--- src/rtl/adcc_pkg.sv ---
// adcc_pkg: register map, field positions and counts of the converter
// control block; shared by the top and its prescaler helper module.
//
// Operation
// - done flag sets when a conversion finishes and the result is stored
// - interrupt request only while done flag, done enable, global enable
// - done flag clears when the processor takes the conversion vector
// - writing one to the done flag clears it; zero leaves it
// - converter clock divide: codes 0,1 give 2, then 4 up to 128
// - right aligned: result 9:8 in high bits 1:0, 7:0 in low
// - left aligned: result 9:2 in high, 1:0 in low bits 7:6
// - after a low byte read, results freeze until high byte read
// - trigger source select ignored while auto triggering is off
// - auto trigger starts a conversion on a rising source flag edge
// - switching from a clear source to a set one is an edge
// - selecting free running never creates a trigger event itself
// - source codes 0..7: free run, comparator, ext0, t0 cmp, t0 ovf...
// - a set pin disable bit forces that pin's port input to zero
// - enable turns converter on; clearing aborts a running conversion
// - start bit reads one while converting; writing zero does nothing
// - first conversion after enabling takes 25 converter clocks, else 13
// - left align change alters result presentation at once
package adcc_pkg;
    // byte addresses of the word-wide registers
    localparam logic [7:0] OFF_CTRL_A  = 8'h00;
    localparam logic [7:0] OFF_RES_LO  = 8'h04;
    localparam logic [7:0] OFF_RES_HI  = 8'h08;
    localparam logic [7:0] OFF_CTRL_B  = 8'h0c;
    localparam logic [7:0] OFF_PIN_DIS = 8'h10;
    localparam logic [7:0] OFF_CHAN    = 8'h14;
    // control A fields
    localparam int B_EN    = 7;
    localparam int B_START = 6;
    localparam int B_AUTO  = 5;
    localparam int B_DONE  = 4;
    localparam int B_IE    = 3;
    localparam int B_DIV   = 0;
    // channel select register fields
    localparam int B_LALIGN = 5;
    localparam int B_MUX    = 0;
    // reset values
    localparam logic [7:0] RST_REG = 8'h00;
    localparam logic [9:0] RST_RES = 10'h000;
    // converter clock counts per conversion, and the free running trigger code
    localparam logic [4:0] TICKS_NORMAL = 5'd13;
    localparam logic [4:0] TICKS_FIRST  = 5'd25;
    localparam logic [2:0] TRIG_FREE    = 3'h0;
    // ahb encodings and the conversion state type
    localparam logic [2:0] HSIZE_WORD = 3'h2;
    localparam int         HTRANS_ACT = 1;
    typedef enum logic [1:0] {CV_OFF, CV_IDLE, CV_RUN} adcc_conv_type;
endpackage : adcc_pkg

--- src/rtl/adcc_top.sv ---
// adcc_top: register side of a 10-bit converter behind an ahb-lite slave.
// assumes the analog core presents its code on conv_code when a conversion
// ends, and that trigger flags and interrupt inputs share clk_sys.
//
// The AHB-Lite interface to the registers and the register offsets are this design's own decisions.
`timescale 1ns/1ps
`default_nettype none
module adcc_top
    import adcc_pkg::*;
#(
    parameter int ADDR_W = 8
) (
    input  wire logic              clk_sys,
    input  wire logic              rstn,
    input  wire logic              hsel,
    input  wire logic [ADDR_W-1:0] haddr,
    input  wire logic [1:0]        htrans,
    input  wire logic              hwrite,
    input  wire logic [2:0]        hsize,
    input  wire logic [31:0]       hwdata,
    input  wire logic              hready,
    output logic      [31:0]       hrdata,
    output logic                   hreadyout,
    output logic                   hresp,
    input  wire logic [9:0]        conv_code,
    input  wire logic [7:1]        trig_flags,
    input  wire logic              global_irq_en,
    input  wire logic              irq_ack,
    input  wire logic [7:0]        pin_in,
    output logic      [7:0]        pin_read_q,
    output logic      [7:0]        pin_buf_off_q,
    output logic                   irq_q,
    output logic                   conv_enable_q,
    output logic                   conv_start_q,
    output logic      [4:0]        chan_sel_q
);
    if (ADDR_W < 5) begin : g_chk
        $error("adcc_top: ADDR_W too small for the register map");
    end

    // software-visible state and the result read-order lock
    logic [2:0]    div_q;
    logic          auto_q;
    logic          done_q;
    logic          ie_q;
    logic [2:0]    trig_sel_q;
    logic          lalign_q;
    logic [9:0]    res_q;
    logic          lock_q;
    // bus state
    logic          wr_pend_q;
    logic          rd_pend_q;
    logic [7:0]    addr_q;
    logic          acc_ok;
    logic [7:0]    acc_addr;
    logic [7:0]    rd_val;
    logic          wr_a;
    logic          rd_lo;
    logic          rd_hi;
    // conversion state and synchronised pins
    adcc_conv_type cv_q;
    logic [4:0]    cnt_q;
    logic [4:0]    need_q;
    logic          first_q;
    logic          tick;
    logic          conv_end;
    logic          sw_start;
    logic          trig_now;
    logic          trig_prev_q;
    logic          trig_edge;
    logic          start_req;
    logic [7:0]    pin_sync;

    // address phase qualifier
    assign acc_ok   = hsel && hready && htrans[HTRANS_ACT];
    assign acc_addr = 8'(haddr);
    assign wr_a     = wr_pend_q && (addr_q == OFF_CTRL_A);
    assign rd_lo    = rd_pend_q && !hreadyout && (addr_q == OFF_RES_LO);
    assign rd_hi    = rd_pend_q && !hreadyout && (addr_q == OFF_RES_HI);

    // writes take no wait; reads take one so earlier writes land first
    always_ff @(posedge clk_sys or negedge rstn) begin
        if (!rstn) begin
            wr_pend_q <= 1'b0;
            rd_pend_q <= 1'b0;
            addr_q    <= 8'h00;
            hreadyout <= 1'b1;
            hresp     <= 1'b0;
        end else begin
            hresp <= 1'b0;
            if (rd_pend_q && !hreadyout) begin
                hreadyout <= 1'b1;
                rd_pend_q <= 1'b0;
                wr_pend_q <= 1'b0;
            end else begin
                wr_pend_q <= acc_ok && hwrite && (hsize == HSIZE_WORD);
                rd_pend_q <= acc_ok && !hwrite;
                hreadyout <= !(acc_ok && !hwrite);
                if (acc_ok) begin
                    addr_q <= acc_addr;
                end
            end
        end
    end

    // read mux; result view follows the live alignment bit
    always_comb begin
        rd_val = 8'h00;
        if (addr_q == OFF_CTRL_A) begin
            rd_val = {conv_enable_q, cv_q == CV_RUN, auto_q, done_q, ie_q,
                      div_q};
        end else if (addr_q == OFF_RES_LO) begin
            if (lalign_q) begin
                rd_val = {res_q[1:0], 6'h00};
            end else begin
                rd_val = res_q[7:0];
            end
        end else if (addr_q == OFF_RES_HI) begin
            if (lalign_q) begin
                rd_val = res_q[9:2];
            end else begin
                rd_val = {6'h00, res_q[9:8]};
            end
        end else if (addr_q == OFF_CTRL_B) begin
            rd_val = {5'h00, trig_sel_q};
        end else if (addr_q == OFF_PIN_DIS) begin
            rd_val = pin_buf_off_q;
        end else if (addr_q == OFF_CHAN) begin
            rd_val = {2'h0, lalign_q, chan_sel_q};
        end
    end

    // read data register, loaded in the wait cycle, held until the next read
    always_ff @(posedge clk_sys or negedge rstn) begin
        if (!rstn) begin
            hrdata <= 32'h0000_0000;
        end else if (rd_pend_q && !hreadyout) begin
            hrdata <= {24'h00_0000, rd_val};
        end
    end

    // plain configuration registers
    always_ff @(posedge clk_sys or negedge rstn) begin
        if (!rstn) begin
            conv_enable_q <= 1'b0;
            auto_q        <= 1'b0;
            ie_q          <= 1'b0;
            div_q         <= RST_REG[2:0];
            trig_sel_q    <= RST_REG[2:0];
            pin_buf_off_q <= RST_REG;
            lalign_q      <= 1'b0;
            chan_sel_q    <= RST_REG[4:0];
        end else if (wr_pend_q) begin
            if (addr_q == OFF_CTRL_A) begin
                conv_enable_q <= hwdata[B_EN];
                auto_q        <= hwdata[B_AUTO];
                ie_q          <= hwdata[B_IE];
                div_q         <= hwdata[B_DIV +: 3];
            end else if (addr_q == OFF_CTRL_B) begin
                trig_sel_q <= hwdata[2:0];
            end else if (addr_q == OFF_PIN_DIS) begin
                pin_buf_off_q <= hwdata[7:0];
            end else if (addr_q == OFF_CHAN) begin
                lalign_q   <= hwdata[B_LALIGN];
                chan_sel_q <= hwdata[B_MUX +: 5];
            end
        end
    end

    // converter clock
    adcc_prescaler u_presc (
        .clk_sys (clk_sys),
        .rstn    (rstn),
        .run     (conv_enable_q),
        .div_sel (div_q),
        .tick_q  (tick)
    );

    // trigger signal: selected flag; free running selection yields none
    always_comb begin
        trig_now = 1'b0;
        if (trig_sel_q != TRIG_FREE) begin
            trig_now = trig_flags[trig_sel_q];
        end
    end

    // edge history runs always, so a source switch shows as an edge
    always_ff @(posedge clk_sys or negedge rstn) begin
        if (!rstn) begin
            trig_prev_q <= 1'b0;
        end else begin
            trig_prev_q <= trig_now;
        end
    end

    assign trig_edge = auto_q && trig_now && !trig_prev_q;
    assign sw_start  = wr_a && hwdata[B_START] && hwdata[B_EN];
    assign conv_end  = (cv_q == CV_RUN) && tick && (cnt_q == need_q - 5'd1);
    assign start_req = sw_start || (conv_enable_q && trig_edge) ||
                       (conv_end && auto_q && (trig_sel_q == TRIG_FREE));

    // conversion sequencer
    always_ff @(posedge clk_sys or negedge rstn) begin
        if (!rstn) begin
            cv_q         <= CV_OFF;
            cnt_q        <= 5'd0;
            need_q       <= TICKS_NORMAL;
            first_q      <= 1'b0;
            conv_start_q <= 1'b0;
        end else begin
            conv_start_q <= 1'b0;
            case (cv_q)
                CV_OFF: begin
                    if (wr_a && hwdata[B_EN]) begin
                        first_q <= 1'b1;
                        cv_q    <= CV_IDLE;
                        if (sw_start) begin
                            cv_q         <= CV_RUN;
                            cnt_q        <= 5'd0;
                            need_q       <= TICKS_FIRST;
                            first_q      <= 1'b0;
                            conv_start_q <= 1'b1;
                        end
                    end
                end
                CV_IDLE: begin
                    if (!conv_enable_q || (wr_a && !hwdata[B_EN])) begin
                        cv_q <= CV_OFF;
                    end else if (start_req) begin
                        cv_q         <= CV_RUN;
                        cnt_q        <= 5'd0;
                        need_q       <= first_q ? TICKS_FIRST : TICKS_NORMAL;
                        first_q      <= 1'b0;
                        conv_start_q <= 1'b1;
                    end
                end
                CV_RUN: begin
                    if (wr_a && !hwdata[B_EN]) begin
                        cv_q <= CV_OFF;
                    end else if (conv_end) begin
                        cv_q <= CV_IDLE;
                        if (start_req) begin
                            cv_q         <= CV_RUN;
                            cnt_q        <= 5'd0;
                            need_q       <= TICKS_NORMAL;
                            conv_start_q <= 1'b1;
                        end
                    end else if (tick) begin
                        cnt_q <= cnt_q + 5'd1;
                    end
                end
                default: begin
                    cv_q <= CV_OFF;
                end
            endcase
        end
    end

    // result store and read-order lock
    always_ff @(posedge clk_sys or negedge rstn) begin
        if (!rstn) begin
            res_q  <= RST_RES;
            lock_q <= 1'b0;
        end else begin
            if (conv_end && !lock_q) begin
                res_q <= conv_code;
            end
            if (rd_lo) begin
                lock_q <= 1'b1;
            end else if (rd_hi) begin
                lock_q <= 1'b0;
            end
        end
    end

    // done flag: completion wins over vector and write-one clears
    always_ff @(posedge clk_sys or negedge rstn) begin
        if (!rstn) begin
            done_q <= 1'b0;
        end else if (conv_end) begin
            done_q <= 1'b1;
        end else if (irq_ack) begin
            done_q <= 1'b0;
        end else if (wr_a && hwdata[B_DONE]) begin
            done_q <= 1'b0;
        end
    end

    // interrupt request level
    always_ff @(posedge clk_sys or negedge rstn) begin
        if (!rstn) begin
            irq_q <= 1'b0;
        end else begin
            irq_q <= done_q && ie_q && global_irq_en;
        end
    end

    // pin inputs, forced low where the buffer is switched off
    adcc_sync3 #(.WIDTH(8)) u_pins (
        .clk_sys  (clk_sys),
        .rstn     (rstn),
        .async_in (pin_in),
        .sync_q   (pin_sync)
    );

    always_ff @(posedge clk_sys or negedge rstn) begin
        if (!rstn) begin
            pin_read_q <= 8'h00;
        end else begin
            pin_read_q <= pin_sync & ~pin_buf_off_q;
        end
    end
endmodule : adcc_top
`default_nettype wire

--- src/rtl/adcc_sync3.sv ---
// adcc_sync3: three-stage synchroniser for pin levels.
// assumes inputs from outside the clk_sys domain; output is a flop.
`timescale 1ns/1ps
`default_nettype none
module adcc_sync3 #(
    parameter int WIDTH = 8
) (
    input  wire logic             clk_sys,
    input  wire logic             rstn,
    input  wire logic [WIDTH-1:0] async_in,
    output logic      [WIDTH-1:0] sync_q
);
    logic [WIDTH-1:0] ff1_q;
    logic [WIDTH-1:0] ff2_q;
    logic [WIDTH-1:0] ff3_q;

    // chain; first stage feeds only the second
    always_ff @(posedge clk_sys or negedge rstn) begin
        if (!rstn) begin
            ff1_q <= '0;
            ff2_q <= '0;
            ff3_q <= '0;
        end else begin
            ff1_q <= async_in;
            ff2_q <= ff1_q;
            ff3_q <= ff2_q;
        end
    end

    // accept a bit once second and third stages agree
    always_ff @(posedge clk_sys or negedge rstn) begin
        if (!rstn) begin
            sync_q <= '0;
        end else begin
            for (int i = 0; i < WIDTH; i++) begin
                if (ff2_q[i] == ff3_q[i]) begin
                    sync_q[i] <= ff3_q[i];
                end
            end
        end
    end
endmodule : adcc_sync3
`default_nettype wire

--- src/rtl/adcc_prescaler.sv ---
// adcc_prescaler: converter clock divider giving one tick per period.
// assumes run is a same-clock level; counter restarts while stopped.
`timescale 1ns/1ps
`default_nettype none
module adcc_prescaler
    import adcc_pkg::*;
(
    input  wire logic       clk_sys,
    input  wire logic       rstn,
    input  wire logic       run,
    input  wire logic [2:0] div_sel,
    output logic            tick_q
);
    logic [6:0] cnt_q;
    logic [6:0] limit;

    // divide factor minus one; codes 0 and 1 both divide by two
    always_comb begin
        if (div_sel == 3'h0) begin
            limit = 7'h01;
        end else begin
            limit = 7'((8'h01 << div_sel) - 8'h01);
        end
    end

    // free counter with a one-cycle tick at wrap
    always_ff @(posedge clk_sys or negedge rstn) begin
        if (!rstn) begin
            cnt_q  <= 7'h00;
            tick_q <= 1'b0;
        end else if (!run) begin
            cnt_q  <= 7'h00;
            tick_q <= 1'b0;
        end else if (cnt_q >= limit) begin
            cnt_q  <= 7'h00;
            tick_q <= 1'b1;
        end else begin
            cnt_q  <= cnt_q + 7'h01;
            tick_q <= 1'b0;
        end
    end
endmodule : adcc_prescaler
`default_nettype wire

--- config.mk ---
export PLATFORM = sky130hd
export DESIGN_NAME = adcc_top
export DESIGN_NICKNAME = d
export VERILOG_FILES = /design/src/rtl/adcc_pkg.sv /design/src/rtl/adcc_top.sv /design/src/rtl/adcc_sync3.sv /design/src/rtl/adcc_prescaler.sv
export SDC_FILE = /design/constraint.sdc
export NUM_CORES = 1
export LEC_CHECK = 0
export BUFFER_PORTS_ARGS = -buffer_cell sky130_fd_sc_hd__buf_4
export CAP_MARGIN = 20
export CORE_UTILIZATION = 48
export DETAILED_ROUTE_END_ITERATION = 7
export GPL_ROUTABILITY_DRIVEN = 0
export PLACE_DENSITY_LB_ADDON = 0.2
export RECOVER_POWER = 50
export SLEW_MARGIN = 20
export SYNTH_ARGS = -nofsm -noshare
export SYNTH_HDL_FRONTEND = slang
export SYNTH_HIERARCHICAL = 1
export SYNTH_SLANG_ARGS = --single-unit
--- constraint.sdc ---
create_clock -name clk_sys -period 2.15 [get_ports clk_sys]
set_clock_uncertainty 0.05 [all_clocks]
set_input_delay 0.1075 -clock clk_sys [delete_from_list [all_inputs] [get_ports clk_sys]]
set_output_delay 0.1075 -clock clk_sys [all_outputs]
set_load 0.01 [all_outputs]
==> results_tabular.tex <==
\begin{tabular}{lr}
\hline
Metric & Value \\
\hline
\multicolumn{2}{l}{\textbf{Run status}} \\
Run status & finished with violations \\
Violations in the final reports & max-capacitance violations, max-slew violations, negative setup slack \\
\multicolumn{2}{l}{\textbf{Placed design}} \\
Port Buffer Count & 84 \\
DP Wirelength & 8.754 mm \\
Placement Setup Slack & -0.2173 ns \\
Placed Instances & 705 \\
Instance area at placement & 6230 µm² \\
\multicolumn{2}{l}{\textbf{Worst setup path}} \\
CP Launch Type & flip-flop \\
Chain of cells forming the critical path & mux2\_4, mux4\_2, a21bo\_4, or2\_4, o32a\_1, mux2i\_1 \\
Data arrival time at the worst-slack endpoint & 2.72 ns \\
Largest fanout on the critical path & 5 \\
Stage delay of the slowest cell on the critical path & 0.49 ns \\
Critical-path top delay cell & sky130\_fd\_sc\_hd\_\_mux4\_2 \\
Crit path required time & 2.54 ns \\
Setup CP Type & reg -> reg \\
Capturing element type of the critical path & flip-flop \\
FF-to-FF path depth & 6 \\
\multicolumn{2}{l}{\textbf{Synthesis}} \\
Post-synthesis average cell area & 11.42 µm² \\
Sequential cell area fraction in the yosys report & 54.69\% \\
Flop and latch count out of synthesis & 115 \\
Cell type contributing the most total cell area after synthesis & sky130\_fd\_sc\_hd\_\_dfrtp\_1 \\
Yosys warning total & 6 \\
Fraction of synthesized cell area taken by the top area cell type & 53.69\% \\
Gate count after technology mapping & 461 \\
Number of enable flip-flop cells after synthesis & 0 \\
Number of library cell types mapped by synthesis & 62 \\
Synth area leaders & sky130\_fd\_sc\_hd\_\_dfrtp\_1 (54\%), sky130\_fd\_sc\_hd\_\_mux2\_2 (7.3\%), sky130\_fd\_sc\_hd\_\_buf\_4 (3.6\%) \\
Summed instance area of the synthesized netlist & 5266 µm² \\
Flip-flop cell with the highest count after synthesis & sky130\_fd\_sc\_hd\_\_dfrtp\_1 \\
Asr flop ratio synth & 100.0\% \\
\multicolumn{2}{l}{\textbf{Clock tree}} \\
CTS tree & done \\
Worst-case clock buffer depth & 2 \\
Total CTS buffers & 17 \\
CTS clk-pin slew, worst paths & 0.06 ns \\
Root cell of the clock tree & sky130\_fd\_sc\_hd\_\_clkbuf\_8 \\
CTS sink count & 115 \\
Count of H-tree levels built during CTS & 4 \\
Insertion delay to the later sink of the worst-skew pair & 0.52 ns \\
\multicolumn{2}{l}{\textbf{Global route}} \\
First-pass GRT wire length & 21.77 mm \\
Largest net degree at the start of global routing & 66 \\
Remaining global-route overflow & 0 \\
Number of global-route vias before repair & 4,445 \\
Antenna violations before repair & 0 \\
Aggregate global-route resource usage & 25.12\% \\
\multicolumn{2}{l}{\textbf{Floorplan}} \\
I/O pin count & 135 \\
Total Die Area & 11,390 µm² \\
X dimension of the die & 106.7 µm \\
Core Footprint & 10,460 µm² \\
Initial cell density of the core & 50.33\% \\
Floorplan die height & 106.7 µm \\
Core Rows & 37 \\
\multicolumn{2}{l}{\textbf{Power}} \\
Leakage component of the power & 3.467 nW \\
Worst vdd ir & 0.6347 mV \\
Pwr per Cell Area & 978.9 nW/µm² \\
Final total power & 7.205 mW \\
\multicolumn{2}{l}{\textbf{Timing}} \\
Relative slew margins & -4.234\% \\
Worst Max-Slew Pin Slew & 1.564 ns \\
Post-layout minimum cycle time & 2.337 ns \\
Final setup vio count & 10 \\
Max Clk Rate & 0.4279 GHz \\
RSZ-0062 raised after global routing & yes \\
Post-route worst hold slack & 0.04584 ns \\
Setup WS post-layout & -0.1872 ns \\
Final cycle utilization of the critical path & 108.7\% \\
Final count of pins violating max slew & 66 \\
Total negative slack & -1.216 ns \\
Number of failing hold endpoints at the final stage & 0 \\
\multicolumn{2}{l}{\textbf{Cells and area}} \\
Max FFs per register & 10 \\
Fraction of layout instances using a drive strength above 1 & 34.37\% \\
Utilization of the core after routing & 70.35\% \\
Design Area, Final & 7361 µm² \\
Final layout net count & 724 \\
Area overhead of the layout relative to synthesis & 39.77\% \\
ANT cells & 0 \\
Non-filler instance count after layout & 782 \\
Register bank with the most flops & res\_q \\
\multicolumn{2}{l}{\textbf{Job}} \\
Total of max-cap violations & 1 \\
\multicolumn{2}{l}{\textbf{Route}} \\
Antenna Nets Post-Route & 0 \\
Post-detailed-route wirelength per cell & 16.68 µm \\
Average via count per standard cell & 5.389 \\
WL final & 13.04 mm \\
Overall via count from detail\_route & 4,214 \\
DRC marker count from the first detailed-route iteration & 137 \\
Remaining DRCs & 0 \\
Router iterations before antenna repair & 5 \\
\multicolumn{2}{l}{\textbf{Min path}} \\
Class of the tightest hold or removal check & in -> reg \\
Instance count along the most critical hold path & 3 \\
\hline
\end{tabular}
## placed cells by master, fill, tap and decap left out, types with 5 or more instances in the layout
cell	n
sky130_fd_sc_hd__buf_4	113
sky130_fd_sc_hd__dfrtp_1	112
sky130_fd_sc_hd__nand2_1	43
sky130_fd_sc_hd__dlygate4sd3_1	42
sky130_fd_sc_hd__mux2_2	33
sky130_fd_sc_hd__conb_1	25
sky130_fd_sc_hd__nor2_1	24
sky130_fd_sc_hd__a21oi_1	20
sky130_fd_sc_hd__o21ai_0	16
sky130_fd_sc_hd__clkbuf_16	16
sky130_fd_sc_hd__inv_1	15
sky130_fd_sc_hd__ha_1	14
sky130_fd_sc_hd__nand3_1	12
sky130_fd_sc_hd__nor2b_1	11
sky130_fd_sc_hd__clkbuf_4	8
sky130_fd_sc_hd__maj3_2	8
sky130_fd_sc_hd__nor3_1	7
sky130_fd_sc_hd__mux2i_1	7
sky130_fd_sc_hd__nand2b_1	6
sky130_fd_sc_hd__and3_1	5
sky130_fd_sc_hd__nor4_1	5
sky130_fd_sc_hd__a211oi_1	5
sky130_fd_sc_hd__bufinv_16	5
## final timing paths
| kind | slack (ns) | startpoint | to |
|---|---|---|---|
| min reg2reg | 0.30 | u_pins/ff1_q[4] | u_pins/ff2_q[4] |
| min in group asynchronous | 0.46 | rstn | u_pins/sync_q[6] |
| max | -0.19 | trig_sel_q[0] | cv_q[0] |
| max in group asynchronous | 0.51 | rstn | addr_q[6] |
| min | 0.05 | trig_flags[2] | trig_prev_q |
| max reg2reg | -0.19 | trig_sel_q[0] | cv_q[0] |
## final cells by class
type	instances	area, µm²
well taps	136	170.2
multi-input cells	315	2248
inverters	17	63.81
flip-flops and latches	115	2882
fillers	770	3102
repair buffers	167	1354
clock inverters	9	176.4
clock buffers	23	466.7
## worst max-delay path, delay by kind of cell (launching register included)
family	cells	cell delay (ns)
multiplexers	3	0.94
flip-flops	1	0.44
AO/OA/AOI/OAI	2	0.58
AND/OR/NAND/NOR	1	0.24
## per-layer routing
metal | track usage, % | up-vias | part of all wire (%)
met1 | 30.84 | 2052 | 41
met4 | 9.295 | 0 | 2.1
met2 | 42.86 | 188 | 51
li1 | - | 1941 | -
met5 | 0 | - | 0
met3 | 6.201 | 33 | 5.9
## cell families after synthesis
logic type | Yosys count | synth area share [%]
and+or+nand+nor | 138 | 13.33
DFF | 115 | 54.69
muxes | 44 | 9.456
other | 1 | 0.07121
AOI/OAI and AO/OA | 80 | 10.55
xor gates and xnor gates | 6 | 0.9979
buffers and inverters | 55 | 5.868
adders and majority gates | 22 | 5.037
## repair_timing
item                                   CTS  global route
buffers inserted                         2             1
pin swaps                                0             1
setup endpoints to repair               11            25
hold buffers                            42             0
resized for setup                       14             8
endpoints found under the hold margin  171             0
## Yosys cell counts (5+ instances only)
cell	n
sky130_fd_sc_hd__dfrtp_1	113
sky130_fd_sc_hd__nand2_1	43
sky130_fd_sc_hd__mux2_2	34
sky130_fd_sc_hd__buf_4	25
sky130_fd_sc_hd__nor2_1	25
sky130_fd_sc_hd__a21oi_1	20
sky130_fd_sc_hd__o21ai_0	18
sky130_fd_sc_hd__inv_1	16
sky130_fd_sc_hd__ha_1	14
sky130_fd_sc_hd__nand3_1	13
sky130_fd_sc_hd__nor2b_1	11
sky130_fd_sc_hd__clkbuf_1	9
sky130_fd_sc_hd__maj3_2	8
sky130_fd_sc_hd__mux2i_1	7
sky130_fd_sc_hd__nor3_1	7
sky130_fd_sc_hd__nand2b_1	6
sky130_fd_sc_hd__nor4_1	6
sky130_fd_sc_hd__o31ai_1	6
sky130_fd_sc_hd__a211oi_1	5
sky130_fd_sc_hd__and3_1	5
## power by group
group / switching [mW] / internal, mW
clock: 0.964 / 2.09
combinational: 0.828 / 0.753
sequential: 0.184 / 2.39
(Power assumes the default switching activity.)
